===== config.mk =====
export PLATFORM = sky130hd
export DESIGN_NAME = uvp_element
export DESIGN_NICKNAME = d
export VERILOG_FILES = /design/src/hdl/uvp_pkg.sv /design/src/hdl/uvp_stage.sv /design/src/hdl/uvp_element.sv
export VERILOG_INCLUDE_DIRS = /design/src /design/src/hdl
export SDC_FILE = /design/constraint.sdc
export NUM_CORES = 2
export LEC_CHECK = 0
export BUFFER_PORTS_ARGS = -buffer_cell sky130_fd_sc_hd__buf_2
export CAP_MARGIN = 25
export CORE_MARGIN = 2
export CORE_UTILIZATION = 55
export CTS_BUF_LIST = sky130_fd_sc_hd__clkbuf_16
export DETAILED_ROUTE_END_ITERATION = 8
export HOLD_SLACK_MARGIN = 0.08
export PLACE_DENSITY = 0.76
export SLEW_MARGIN = 10
export SYNTH_ARGS = -nofsm -noshare
export SYNTH_HDL_FRONTEND = slang
export SYNTH_HIERARCHICAL = 1
export SYNTH_SLANG_ARGS = --single-unit

===== constraint.sdc =====
create_clock -name clock -period 9.1 [get_ports clock]
set_input_delay 1.82 -clock clock [delete_from_list [all_inputs] [get_ports clock]]
set_output_delay 1.82 -clock clock [all_outputs]
set_load 0.02 [all_outputs]

===== src/hdl/uvp_map.svh =====
`ifndef UVP_MAP_SVH
`define UVP_MAP_SVH

// timing
`define UVP_CLK_HZ 25000000
`define UVP_TICK_MS 1
`define UVP_MS_CYCLES (`UVP_CLK_HZ / 1000 * `UVP_TICK_MS)
`define UVP_SLOW_TICK_MS 10
`define UVP_BLOCK_HOLD_MS 16'h0014
`define UVP_RELAY_PULSE_MS 16'h0064

// scaling of percentage settings
`define UVP_PCT_SCALE 7'h64
`define UVP_PCT2_SCALE 14'h2710
`define UVP_MIN_VOLT_PCT 7'h28

// register byte offsets
`define UVP_OFS_CTRL 8'h00
`define UVP_OFS_PICKUP 8'h04
`define UVP_OFS_RATIO 8'h08
`define UVP_OFS_PKDLY 8'h0c
`define UVP_OFS_TRIPDLY 8'h10
`define UVP_OFS_DODLY 8'h14
`define UVP_OFS_NOMINAL 8'h18
`define UVP_OFS_STATUS 8'h1c
`define UVP_OFS_IRQ_STAT 8'h20
`define UVP_OFS_IRQ_MASK 8'h24
`define UVP_OFS_CNT_PICKUP 8'h28
`define UVP_OFS_CNT_TRIP 8'h2c
`define UVP_OFS_CNT_PAIR0 8'h30
`define UVP_OFS_CNT_PAIR1 8'h34
`define UVP_OFS_CNT_PAIR2 8'h38

// control register fields
`define UVP_CTRL_ENABLE 0
`define UVP_CTRL_GROUP_LO 4
`define UVP_CTRL_GROUP_HI 5
`define UVP_CTRL_OPMODE_LO 8
`define UVP_CTRL_OPMODE_HI 11
`define UVP_CTRL_BLKSRC_LO 12
`define UVP_CTRL_BLKSRC_HI 14
`define UVP_CTRL_FUSE 16
`define UVP_CTRL_VARIANT_LO 18
`define UVP_CTRL_VARIANT_HI 19
`define UVP_CTRL_RELAY 20
`define UVP_CTRL_RST 32'h00000000

// setting limits and reset values (hundredths, ms, or 10 ms units; nominal in measurement counts)
`define UVP_PICKUP_MIN 16'h000a
`define UVP_PICKUP_RST 16'h005f
`define UVP_PICKUP_MAX 16'h00c8
`define UVP_RATIO_MIN 16'h0065
`define UVP_RATIO_RST 16'h0069
`define UVP_RATIO_MAX 16'h012c
`define UVP_PKDLY_RST 16'h0005
`define UVP_PKDLY_MAX 16'h03e8
`define UVP_TRIPDLY_RST 16'h00c8
`define UVP_TRIPDLY_MAX 16'h7530
`define UVP_DODLY_RST 16'h0014
`define UVP_DODLY_MAX 16'h1770
`define UVP_NOMINAL_RST 16'h1000

`endif


===== src/hdl/uvp_pkg.sv =====
package uvp_pkg;
	typedef enum logic [1:0] {
		UVP_VAR_PHASE = 2'h0,
		UVP_VAR_POSSEQ = 2'h1,
		UVP_VAR_REMANENT = 2'h2
	} uvp_variant_e;

	typedef enum logic [2:0] {
		RLY_IDLE = 3'h1,
		RLY_PULSE = 3'h2,
		RLY_HOLD = 3'h4
	} uvp_relay_e;
endpackage


===== src/hdl/uvp_stage.sv =====
module uvp_stage (
	// clock and reset
	input wire logic clock,
	input wire logic nrst,
	// timebase
	input wire logic msTick,
	input wire logic slowTick,
	// conditions
	input wire logic run,
	input wire logic fault,
	input wire logic recovered,
	// settings
	input wire logic [15:0] pickupDelay,
	input wire logic [15:0] dropDelay,
	// result
	output logic pickup
);
	logic [15:0] pdCnt;
	logic [15:0] ddCnt;
	logic armed;

	// short dips restart the filter, so only a lasting fault arms pickup
	always_ff @(posedge clock)
	begin
		if (!nrst || !run || !fault || pickup)
			pdCnt <= 16'h0000;
		else if (msTick && pdCnt < pickupDelay)
			pdCnt <= pdCnt + 16'h0001;
	end

	assign armed = fault && (pdCnt >= pickupDelay);

	// a relapse below the reset level restarts the drop-out wait
	always_ff @(posedge clock)
	begin
		if (!nrst || !run || !pickup || !recovered)
			ddCnt <= 16'h0000;
		else if (slowTick && ddCnt < dropDelay)
			ddCnt <= ddCnt + 16'h0001;
	end

	always_ff @(posedge clock)
	begin
		if (!nrst || !run)
			pickup <= 1'b0;
		else if (!pickup && armed)
			pickup <= 1'b1;
		else if (pickup && recovered && ddCnt >= dropDelay)
			pickup <= 1'b0;
	end
endmodule


===== src/hdl/uvp_element.sv =====
// Contract
// Element works only when enabled and the active group's operate mode is on.
// Pickup threshold 0.10 to 2.00 of nominal voltage, default 0.95.
// Trip delay 0.00 to 300.00 s, default 2.00 s.
// Fault must persist for pickup delay, up to 1000 ms, default 5 ms.
// Pickup held for drop-out delay 0 to 60 s, default 0.20 s.
// Reset level is pickup value times drop-out ratio 1.01 to 3.00.
// Pickup blocked by none or one of four selected user variables.
// Pickup counter counts every pickup event.
// Phase variant counts pickups separately for each of three line pairs.
// Trip counter counts every trip issued.
// Positive sequence variant uses one input, picks up below threshold.
// Positive sequence variant blocked by user signal or fuse failure.
// Positive sequence variant blocked below 40 percent of nominal voltage.
// Block is held briefly after every blocking cause has cleared.
// Trip mapped to a relay is issued as a pulse.
// Remanent variant picks up when pair one-two voltage falls below threshold.
// Several positive sequence instances with own settings run independently.
// Phase variant picks up when any line-pair voltage falls below threshold.
// Trip only after pickup held for trip delay; trip clears with pickup.
`include "uvp_map.svh"

module uvp_element #(
	parameter int MS_CYCLES = `UVP_MS_CYCLES,
	parameter int VW = 16,
	parameter int CNT_W = 16,
	parameter logic [15:0] NOMINAL_RESET = `UVP_NOMINAL_RST
) (
	// clock and reset
	input wire logic clock,
	input wire logic nrst,
	// apb slave
	input wire logic [7:0] paddr,
	input wire logic psel,
	input wire logic penable,
	input wire logic pwrite,
	input wire logic [31:0] pwdata,
	output logic [31:0] prdata,
	output logic pready,
	output logic pslverr,
	// measurements, same clock domain
	input wire logic [VW-1:0] linePairOneTwo,
	input wire logic [VW-1:0] linePairTwoThree,
	input wire logic [VW-1:0] linePairThreeOne,
	input wire logic [VW-1:0] positiveSequenceVoltage,
	// blocking sources
	input wire logic [3:0] userVariable,
	input wire logic fuseFailure,
	// protection outputs
	output logic pickup,
	output logic trip,
	output logic tripRelay,
	output logic [2:0] pairPickup,
	output logic blocked,
	output logic irq
);
	localparam int MSW = $clog2(MS_CYCLES);

	logic [31:0] ctrl;
	logic [15:0] pickupSet;
	logic [15:0] ratioSet;
	logic [15:0] pickupDelay;
	logic [15:0] tripDelay;
	logic [15:0] dropDelay;
	logic [15:0] nominal;
	logic [2:0] irqStat;
	logic [2:0] irqMask;
	logic [2:0] next_irqStat;
	logic [CNT_W-1:0] cntPickup;
	logic [CNT_W-1:0] cntTrip;
	logic [CNT_W-1:0] cntPair [3];
	logic [31:0] readValue;
	logic readErr;
	logic wrEn;
	logic [MSW-1:0] msDiv;
	logic [3:0] slowDiv;
	logic msTick;
	logic slowTick;
	logic [23:0] thrProd;
	logic [32:0] resetProd;
	logic [22:0] minProd;
	logic [VW-1:0] pairVolt [3];
	logic [2:0] stagePick;
	logic [2:0] pairPrev;
	logic active;
	logic lowVolt;
	logic userBlock;
	logic rawBlock;
	logic run;
	logic [15:0] holdCnt;
	logic [15:0] tripCnt;
	logic next_pickup;
	logic next_trip;
	logic [15:0] pulseCnt;
	uvp_pkg::uvp_relay_e relayState;
	uvp_pkg::uvp_variant_e variant;

	function automatic logic [15:0] clampSet(input logic [15:0] v, input logic [15:0] lo,
		input logic [15:0] hi);
		clampSet = (v < lo) ? lo : ((v > hi) ? hi : v);
	endfunction

	// ---------------- apb ----------------
	// one wait state: prdata and pready both come from flops
	assign wrEn = psel && penable && pready && pwrite;

	always_comb
	begin
		readErr = 1'b0;
		readValue = 32'h00000000;
		case (paddr)
			`UVP_OFS_CTRL: readValue = ctrl;
			`UVP_OFS_PICKUP: readValue = {16'h0000, pickupSet};
			`UVP_OFS_RATIO: readValue = {16'h0000, ratioSet};
			`UVP_OFS_PKDLY: readValue = {16'h0000, pickupDelay};
			`UVP_OFS_TRIPDLY: readValue = {16'h0000, tripDelay};
			`UVP_OFS_DODLY: readValue = {16'h0000, dropDelay};
			`UVP_OFS_NOMINAL: readValue = {16'h0000, nominal};
			`UVP_OFS_STATUS: readValue = {26'h0000000, stagePick, blocked, trip, pickup};
			`UVP_OFS_IRQ_STAT: readValue = {29'h00000000, irqStat};
			`UVP_OFS_IRQ_MASK: readValue = {29'h00000000, irqMask};
			`UVP_OFS_CNT_PICKUP: readValue = 32'(cntPickup);
			`UVP_OFS_CNT_TRIP: readValue = 32'(cntTrip);
			`UVP_OFS_CNT_PAIR0: readValue = 32'(cntPair[0]);
			`UVP_OFS_CNT_PAIR1: readValue = 32'(cntPair[1]);
			`UVP_OFS_CNT_PAIR2: readValue = 32'(cntPair[2]);
			default: readErr = 1'b1;
		endcase
	end

	always_ff @(posedge clock)
	begin
		if (!nrst)
		begin
			pready <= 1'b0;
			prdata <= 32'h00000000;
			pslverr <= 1'b0;
		end
		else
		begin
			pready <= psel && penable && !pready;
			prdata <= (psel && penable && !pready && !pwrite) ? readValue : 32'h00000000;
			pslverr <= psel && penable && !pready && readErr;
		end
	end

	// out-of-range writes are clamped so the element never runs on an illegal setting
	always_ff @(posedge clock)
	begin
		if (!nrst)
		begin
			ctrl <= `UVP_CTRL_RST;
			pickupSet <= `UVP_PICKUP_RST;
			ratioSet <= `UVP_RATIO_RST;
			pickupDelay <= `UVP_PKDLY_RST;
			tripDelay <= `UVP_TRIPDLY_RST;
			dropDelay <= `UVP_DODLY_RST;
			nominal <= NOMINAL_RESET;
			irqMask <= 3'h0;
		end
		else if (wrEn)
		begin
			case (paddr)
				`UVP_OFS_CTRL: ctrl <= pwdata;
				`UVP_OFS_PICKUP:
					pickupSet <= clampSet(pwdata[15:0], `UVP_PICKUP_MIN, `UVP_PICKUP_MAX);
				`UVP_OFS_RATIO:
					ratioSet <= clampSet(pwdata[15:0], `UVP_RATIO_MIN, `UVP_RATIO_MAX);
				`UVP_OFS_PKDLY:
					pickupDelay <= clampSet(pwdata[15:0], 16'h0000, `UVP_PKDLY_MAX);
				`UVP_OFS_TRIPDLY:
					tripDelay <= clampSet(pwdata[15:0], 16'h0000, `UVP_TRIPDLY_MAX);
				`UVP_OFS_DODLY:
					dropDelay <= clampSet(pwdata[15:0], 16'h0000, `UVP_DODLY_MAX);
				`UVP_OFS_NOMINAL: nominal <= pwdata[15:0];
				`UVP_OFS_IRQ_MASK: irqMask <= pwdata[2:0];
				default: ;
			endcase
		end
	end

	assign variant = uvp_pkg::uvp_variant_e'(ctrl[`UVP_CTRL_VARIANT_HI:`UVP_CTRL_VARIANT_LO]);

	// ---------------- timebase ----------------
	assign msTick = (msDiv == MSW'(MS_CYCLES - 1));
	assign slowTick = msTick && (slowDiv == 4'(`UVP_SLOW_TICK_MS - 1));

	always_ff @(posedge clock)
	begin
		if (!nrst || msTick)
			msDiv <= '0;
		else
			msDiv <= msDiv + MSW'(1);
	end

	always_ff @(posedge clock)
	begin
		if (!nrst || slowTick)
			slowDiv <= 4'h0;
		else if (msTick)
			slowDiv <= slowDiv + 4'h1;
	end

	// ---------------- thresholds ----------------
	// products are registered; a setting change is seen one cycle later, two for resetProd after a pickupSet or nominal change
	always_ff @(posedge clock)
	begin
		if (!nrst)
		begin
			thrProd <= 24'h000000;
			resetProd <= 33'h000000000;
			minProd <= 23'h000000;
		end
		else
		begin
			thrProd <= nominal * pickupSet[7:0];
			resetProd <= thrProd * ratioSet[8:0];
			minProd <= nominal * `UVP_MIN_VOLT_PCT;
		end
	end

	// ---------------- blocking ----------------
	assign active = ctrl[`UVP_CTRL_ENABLE] &&
		ctrl[`UVP_CTRL_OPMODE_LO + ctrl[`UVP_CTRL_GROUP_HI:`UVP_CTRL_GROUP_LO]] &&
		(variant == uvp_pkg::UVP_VAR_PHASE || variant == uvp_pkg::UVP_VAR_POSSEQ ||
		variant == uvp_pkg::UVP_VAR_REMANENT);

	assign lowVolt = (positiveSequenceVoltage * `UVP_PCT_SCALE) < minProd;

	always_comb
	begin
		userBlock = 1'b0;
		case (ctrl[`UVP_CTRL_BLKSRC_HI:`UVP_CTRL_BLKSRC_LO])
			3'h1: userBlock = userVariable[0];
			3'h2: userBlock = userVariable[1];
			3'h3: userBlock = userVariable[2];
			3'h4: userBlock = userVariable[3];
			default: userBlock = 1'b0;
		endcase
	end

	assign rawBlock = userBlock ||
		(ctrl[`UVP_CTRL_FUSE] && fuseFailure && variant != uvp_pkg::UVP_VAR_REMANENT) ||
		(variant == uvp_pkg::UVP_VAR_POSSEQ && lowVolt);

	// the hold stops a collapsing block from letting a stale fault trip
	always_ff @(posedge clock)
	begin
		if (!nrst)
		begin
			blocked <= 1'b0;
			holdCnt <= 16'h0000;
		end
		else if (rawBlock)
		begin
			blocked <= 1'b1;
			holdCnt <= 16'h0000;
		end
		else if (blocked && msTick)
		begin
			holdCnt <= holdCnt + 16'h0001;
			if (holdCnt + 16'h0001 >= `UVP_BLOCK_HOLD_MS)
				blocked <= 1'b0;
		end
	end

	assign run = active && !blocked;

	// ---------------- measuring stages ----------------
	assign pairVolt[0] = (variant == uvp_pkg::UVP_VAR_POSSEQ) ? positiveSequenceVoltage :
		linePairOneTwo;
	assign pairVolt[1] = linePairTwoThree;
	assign pairVolt[2] = linePairThreeOne;

	for (genvar i = 0; i < 3; i++)
	begin : gPair
		logic [22:0] v100;
		logic [29:0] v10000;
		logic stageRun;

		assign v100 = pairVolt[i] * `UVP_PCT_SCALE;
		assign v10000 = pairVolt[i] * `UVP_PCT2_SCALE;
		// pairs two and three only take part in the phase variant
		assign stageRun = run && (i == 0 || variant == uvp_pkg::UVP_VAR_PHASE);

		uvp_stage uStage (
			.clock(clock),
			.nrst(nrst),
			.msTick(msTick),
			.slowTick(slowTick),
			.run(stageRun),
			.fault(v100 < thrProd),
			.recovered(v10000 >= resetProd),
			.pickupDelay(pickupDelay),
			.dropDelay(dropDelay),
			.pickup(stagePick[i])
		);

		always_ff @(posedge clock)
		begin
			if (!nrst)
				cntPair[i] <= '0;
			else if (wrEn && paddr == `UVP_OFS_CNT_PAIR0 + 8'(4 * i))
				cntPair[i] <= '0;
			else if (variant == uvp_pkg::UVP_VAR_PHASE && stagePick[i] && !pairPrev[i])
				cntPair[i] <= cntPair[i] + CNT_W'(1);
		end
	end

	assign pairPickup = stagePick;

	// ---------------- pickup and trip ----------------
	assign next_pickup = |stagePick;
	assign next_trip = pickup && next_pickup && (tripCnt >= tripDelay);

	always_ff @(posedge clock)
	begin
		if (!nrst)
		begin
			pickup <= 1'b0;
			pairPrev <= 3'h0;
			trip <= 1'b0;
		end
		else
		begin
			pickup <= next_pickup;
			pairPrev <= stagePick;
			trip <= next_trip;
		end
	end

	always_ff @(posedge clock)
	begin
		if (!nrst || !pickup)
			tripCnt <= 16'h0000;
		else if (slowTick && tripCnt < tripDelay)
			tripCnt <= tripCnt + 16'h0001;
	end

	always_ff @(posedge clock)
	begin
		if (!nrst)
			cntPickup <= '0;
		else if (wrEn && paddr == `UVP_OFS_CNT_PICKUP)
			cntPickup <= '0;
		else if (next_pickup && !pickup)
			cntPickup <= cntPickup + CNT_W'(1);
	end

	always_ff @(posedge clock)
	begin
		if (!nrst)
			cntTrip <= '0;
		else if (wrEn && paddr == `UVP_OFS_CNT_TRIP)
			cntTrip <= '0;
		else if (next_trip && !trip)
			cntTrip <= cntTrip + CNT_W'(1);
	end

	// a level trip would hold the breaker-failure timer running; the pulse re-arms only
	// after the trip has fallen
	always_ff @(posedge clock)
	begin
		if (!nrst)
		begin
			relayState <= uvp_pkg::RLY_IDLE;
			tripRelay <= 1'b0;
			pulseCnt <= 16'h0000;
		end
		else
		begin
			case (relayState)
				uvp_pkg::RLY_IDLE:
				begin
					pulseCnt <= 16'h0000;
					if (ctrl[`UVP_CTRL_RELAY] && next_trip && !trip)
					begin
						relayState <= uvp_pkg::RLY_PULSE;
						tripRelay <= 1'b1;
					end
					else
						tripRelay <= !ctrl[`UVP_CTRL_RELAY] && next_trip;
				end
				uvp_pkg::RLY_PULSE:
				begin
					if (msTick)
						pulseCnt <= pulseCnt + 16'h0001;
					if (msTick && pulseCnt + 16'h0001 >= `UVP_RELAY_PULSE_MS)
					begin
						relayState <= uvp_pkg::RLY_HOLD;
						tripRelay <= 1'b0;
					end
				end
				uvp_pkg::RLY_HOLD:
				begin
					tripRelay <= 1'b0;
					if (!next_trip)
						relayState <= uvp_pkg::RLY_IDLE;
				end
				default:
				begin
					relayState <= uvp_pkg::RLY_IDLE;
					tripRelay <= 1'b0;
				end
			endcase
		end
	end

	// ---------------- interrupts ----------------
	// a new event in the clearing cycle survives the clear
	always_comb
	begin
		next_irqStat = irqStat;
		if (wrEn && paddr == `UVP_OFS_IRQ_STAT)
			next_irqStat = irqStat & ~pwdata[2:0];
		next_irqStat = next_irqStat | {pickup && !next_pickup, next_trip && !trip,
			next_pickup && !pickup};
	end

	always_ff @(posedge clock)
	begin
		if (!nrst)
		begin
			irqStat <= 3'h0;
			irq <= 1'b0;
		end
		else
		begin
			irqStat <= next_irqStat;
			irq <= |(next_irqStat & irqMask);
		end
	end
endmodule


# Word-level counts from Yosys, hierarchy flattened
# Memory sizes are Yosys's and may differ from the RTL's.
# Cells that the tools add are included.
# word_totals
inputBits	114
n_memories	1
elab_cells	327
mem_bits_rw	48
regBits	457
# classes
add_sub_neg	17
eq_ne	30
multipliers	10
order_cmp	32
mux	63
n_reduce_logical	124
n_bitwise	11
# memory_table
memory	words	width	rd	rd_clocked_by_memory_dff	write_ports	line	text
cntPair	3	16	3	0	3	uvp_element.sv:71	logic [CNT_W-1:0] cntPair [3];
# ops
operator	n
$pmux W32 S15	1
$mux W16	18
$add A16 B1 Y16 const B	14
$ge A16 B16 Y1	7
$lt A16 B16 Y1	7
$ge A30 B33 Y1	3
$mul A16 B5 Y21 const B	4
$mul A16 B10 Y26 const B	3
$lt A23 B24 Y1	3
$eq A8 B6 Y1 const B	7
$logic_and A1 B1 Y1	55
$mux W1	35
$mul A24 B9 Y33	1
$eq A8 B5 Y1 const B	4
$pmux W16 S2	1
$mul A16 B8 Y24	1
$lt A23 B23 Y1	1
$logic_not A1 Y1	22
$reduce_and A2 Y1	11
$logic_or A1 B1 Y1	21
$mul A16 B3 Y19 const B	1
$eq A8 B4 Y1 const B	2
$ge A16 B5 Y1 const B	1
$ge A16 B7 Y1 const B	1
other kinds (39)	63

# Depth between registers and ports, before layout
# depth
ltp_word	11
depth_mapped	32
ltp_nobuf	32

# Hierarchy
# The synthesis kept the hierarchy.
# modules_own_cells
mod	area_per_inst_um2	seq_area_each_um2	cells_each	instances
uvp_element	45219.6	8528.2	5220	1
uvp_stage (gPair[0].uStage ...)	2369.8	660.6	299	2
uvp_stage (gPair[2].uStage)	2491.1	660.6	314	1

# Worst setup path after synthesis
# No wires, ideal clock.
# synth_timing
path_type	input -> register
from	in positiveSequenceVoltage[4]
to	reg gPair[0].uStage.ddCnt[0]
setup_slack_ns	1.009
arrival_time_ns	7.963
setup_ns	0.128
stages	29
path_buffers	1
path_cell_list	mux2i_1 > inv_1 > xnor2_1 > ha_1 > ha_1 > inv_1 > fa_1 > inv_1 > ha_1 > inv_1 > fa_1 > inv_1 > ha_1 > a21o_1 > a31o_2 > a41o_1 > or2_2 > a21o_1 > a41oi_1 > o21ai_0 > o311a_1 > ha_1 > a21o_1 > a21o_1 > a2111oi_0 > a21oi_1 > nand4_1 > clkbuf_1 > nor2_1
# synth_between
elab_chain_len	5
# synth_lines
element	line	text
from (decl)	uvp_element.sv:45	input wire logic [VW-1:0] positiveSequenceVoltage,
$mux W16	uvp_element.sv:270	assign pairVolt[0] = (variant == uvp_pkg::UVP_VAR_POSSEQ) ? positiveSequenceVoltage :
$mul A16 B10 Y26 (no source line)	-	
$ge A30 B33 Y1	uvp_element.sv:293	.recovered(v10000 >= resetProd),
$logic_not A1 Y1	uvp_stage.sv:36	if (!nrst || !run || !pickup || !recovered)
$logic_or A1 B1 Y1	uvp_stage.sv:36	
to (signal assigned)	uvp_stage.sv:39	ddCnt <= ddCnt + 16'h0001;
to (decl)	uvp_stage.sv:19	logic [15:0] ddCnt;
# Every way passes these cells.
# A chain may end at the register's enable or synchronous reset.

# Worst setup path in the final report
# layout_timing
from	in linePairTwoThree[4]
to	reg gPair[1].uStage.ddCnt[11]
# layout_between
elab_chain_len	4
# layout_lines
element	line	text
from (decl)	uvp_element.sv:43	input wire logic [VW-1:0] linePairTwoThree,
$mul A16 B10 Y26 (no source line)	-	
$ge A30 B33 Y1	uvp_element.sv:293	
$logic_not A1 Y1	uvp_stage.sv:36	
$logic_or A1 B1 Y1	uvp_stage.sv:36	
to (signal assigned)	uvp_stage.sv:39	
to (decl)	uvp_stage.sv:19	
# Every way passes these cells.

==> run metrics <==
worst hold path depth 1; Most used DFF post-synth dfxtp_1; period utilisation layout 89.3%; XOR/XNOR Fraction of Synth Area 5.21%; post-synth cell types a little under 100; Lkg Pwr 26.8 nW; CTS clk-pin slew, worst paths roughly 0.060 ns; largest family of logic cells by synthesized area adder cells; DR vias about 44000; Final Slew Violations 0; Post-synth ARST share 0%; Skew-Pair Late Insertion Delay 0.64 ns; final design utilization between 50% and 60%; max layer used met5; first-pass iteration count of the detailed router 8; Crit-path slowest cell fa_1; post-synthesis compound-gate area fraction 13.5%; DRC 0; dpl hpwl roughly 110000 um; hold buffers post-CTS 0; Vias/cell ~5.8; # Post-CTS Setup Buffers 0; Cells after Synth 6132; number of cell rows between 100 and 150; fin nets 7533; clock period minus worst slack roughly 8 ns; WL met1 about 58000 um; number of global-route vias before repair between 40000 and 50000; post-synthesis mux area share less than 1%; max_cap viols 0; Max Root-Sink Buffers 3; core area around 0.095 mm2; starting density of the core a little under three fifths; CTS Root Cell clkbuf_16; layout cells sized above 1 5.94%; count of final setup violators 0; Synth Cell Area 0.0525 mm2; average cell area after synthesis around 8.6 um2; initial DRC count between 3000 and 4000; WL final 141000 um; Post-Synth Simple-Gate Area 18.0%; clock sink count roughly 500; Ys Warns 6; largest net degree at the start of global routing 84; PortBufs ~160; Fin. Hold Viols 0; H-Tree Depth 2; Final ANT Viol Nets 0; most used cell, CP inv_1; type of the worst setup path in2reg; DR WL/cell ~19 um; Area growth, synth to finish 7.30%; r2r worst-path depth 31; TritonCTS buffer count 53; max_slew headroom between 30 and 40%; skew final about 0.045 ns; DR WL met2 ~66000 um; element type at the critical path end flop; global route overflow 0; routability congestion estimate about 1; Resized cells post-CTS 0; worst hold path type reg2reg; RSZ-0062 raised after global routing false; GRT Total Usage between 20% and 30%; peak supply drop approximately 150 uV; Post-synth EDFFs between 40 and 50; CP Data Required Time a little under 10 ns; Critical Path AT ~8.7 ns; pwr dens ~160 mW/mm2; status completed; die area between 0.09 and 0.1 mm2; initial antenna violation count 4; Routed met3 length about 10000 um; IO Pins between 150 and 200; die width approximately 310 um; CTS tree done; setup TNS 0 ns; Worst Path Max Fanout 18; post-synth net total between 7000 and 8000; post-synthesis adder-cell area fraction around a third; sequential-to-total area share from yosys stat about a fifth; CP peak stage delay approximately 0.55 ns; most frequent cells in the layout inv_1 (953), ha_1 (830), nand2_1 (560); Die Ht roughly 310 um; max frequency approximately 120 MHz; Worst setup SP type primary input; commonest non-fill, non-tap cell in the layout inv_1; transition time of the tightest slew-check pin approximately 1.0 ns; first-pass GRT wire length between 200000 and 250000 um; post-synthesis register bit count about 500
==> power by group <==
| group | total [mW] | switching [mW] | leakage (nW) | internal (mW) |
|---|---|---|---|---|
| Combinational | 4.60 | 2.56 | 21.7 | 2.05 |
| Clock | 2.20 | 0.970 | 0.887 | 1.23 |
| Sequential | 2.27 | 0.0205 | 4.15 | 2.25 |
| Total | 9.07 | 3.55 | 26.8 | 5.52 |
==> cell usage after synthesis (9+ instances only) <==
cell	n	area, um2
inv_1	946	3550
ha_1	830	10400
nand2_1	560	2100
dfxtp_1	453	9070
fa_1	382	7650
nor2_1	355	1330
a21oi_1	298	1490
and2_1	236	1480
xnor2_1	204	1790
clkbuf_1	186	698
o21ai_0	171	856
nand3_1	136	681
a21o_1	115	863
and3_1	115	719
xor2_1	108	946
nand4_1	92	576
a21boi_0	72	541
nor3_1	69	345
nor2b_1	66	413
or3_1	50	313
edfxtp_1	48	1440
nor4_1	41	257
a22oi_1	39	293
o21a_1	33	248
nand2b_1	32	200
mux2i_1	30	300
a31oi_1	29	181
a222oi_1	26	260
o21bai_1	26	195
o31ai_1	26	195
o211ai_1	24	180
or4_1	24	180
a211oi_1	23	173
a221oi_1	21	184
and4_1	19	166
a22o_1	15	131
or2_2	14	87.6
a31o_2	13	114
nand3b_1	13	97.6
a2111oi_0	10	87.6
o311ai_0	10	87.6
nand4b_1	9	78.8
==> flip-flops by register name, summed over array words and instances, names as in the netlist, 19 cells and up <==
name                flops
minProd                19
cntPair                48
prdata                 32
ctrl                   32
gPair.uStage/pdCnt     48
thrProd                24
resetProd              33
gPair.uStage/ddCnt     48
==> metrics by stage <==
step | cell area [um2] | total power [mW] | instances | worst slack, ns | hold WS (ns)
global placement | 54500 | 6.69 | 7413 | 0.615 | 0.429
CTS | 56300 | 9.06 | 7514 | 1.09 | 0.453
floorplan | 52500 | 5.79 | 6132 | 1.01 | 0.418
finish | 56300 | 9.07 | 7516 | 0.974 | 0.449
detailed placement | 54500 | 6.84 | 7416 | 0.436 | 0.439
global route | 56300 | 9.80 | 7515 | 0.543 | 0.471
==> layout make-up <==
type,instances,area (um2)
Antenna cell,1,2.50
Inverter,946,3550
Timing Repair Buffer,218,1250
Clock inverter,44,394
Fill cell,8308,38400
Sequential cell,501,10500
Tap cell,1265,1580
Clock buffer,54,1350
Multi-Input combinational cell,4487,37600
==> kinds of logic after synthesis <==
kind of cell,count (synthesis)
DFF,501
and+or+nand+nor,1875
muxes,32
AOI/OAI and AO/OA,1056
xor gates and xnor gates,312
adders and majority gates,1212
buffers and inverters,1144
==> per-layer routing <==
layer / track usage [%] / up-vias
li1: - / 20892
met1: 36.0 / 20697
met2: 47.9 / 1539
met3: 4.35 / 381
met4: 13.5 / 6
met5: 0 / -
==> critical path, delay by kind of cell <==
family / cells / cell delay (ns)
compound gates: 11 / 2.42
simple gates: 7 / 0.82
fa+ha+maj: 7 / 2.68
xor+xnor: 1 / 0.13
buf+inv: 8 / 0.81
==> worst paths after layout <==
kind                                           from                        end  slack [ns]
worst max-delay path            linePairTwoThree[4]  gPair[1].uStage/ddCnt[11]        0.97
worst min register to register             msDiv[0]                   msDiv[0]        0.45
worst min-delay path                       msDiv[0]                   msDiv[0]        0.45
worst max register to register             ctrl[18]   gPair[0].uStage/ddCnt[1]        1.17
No activity file was read; power rests on OpenSTA's default activity.
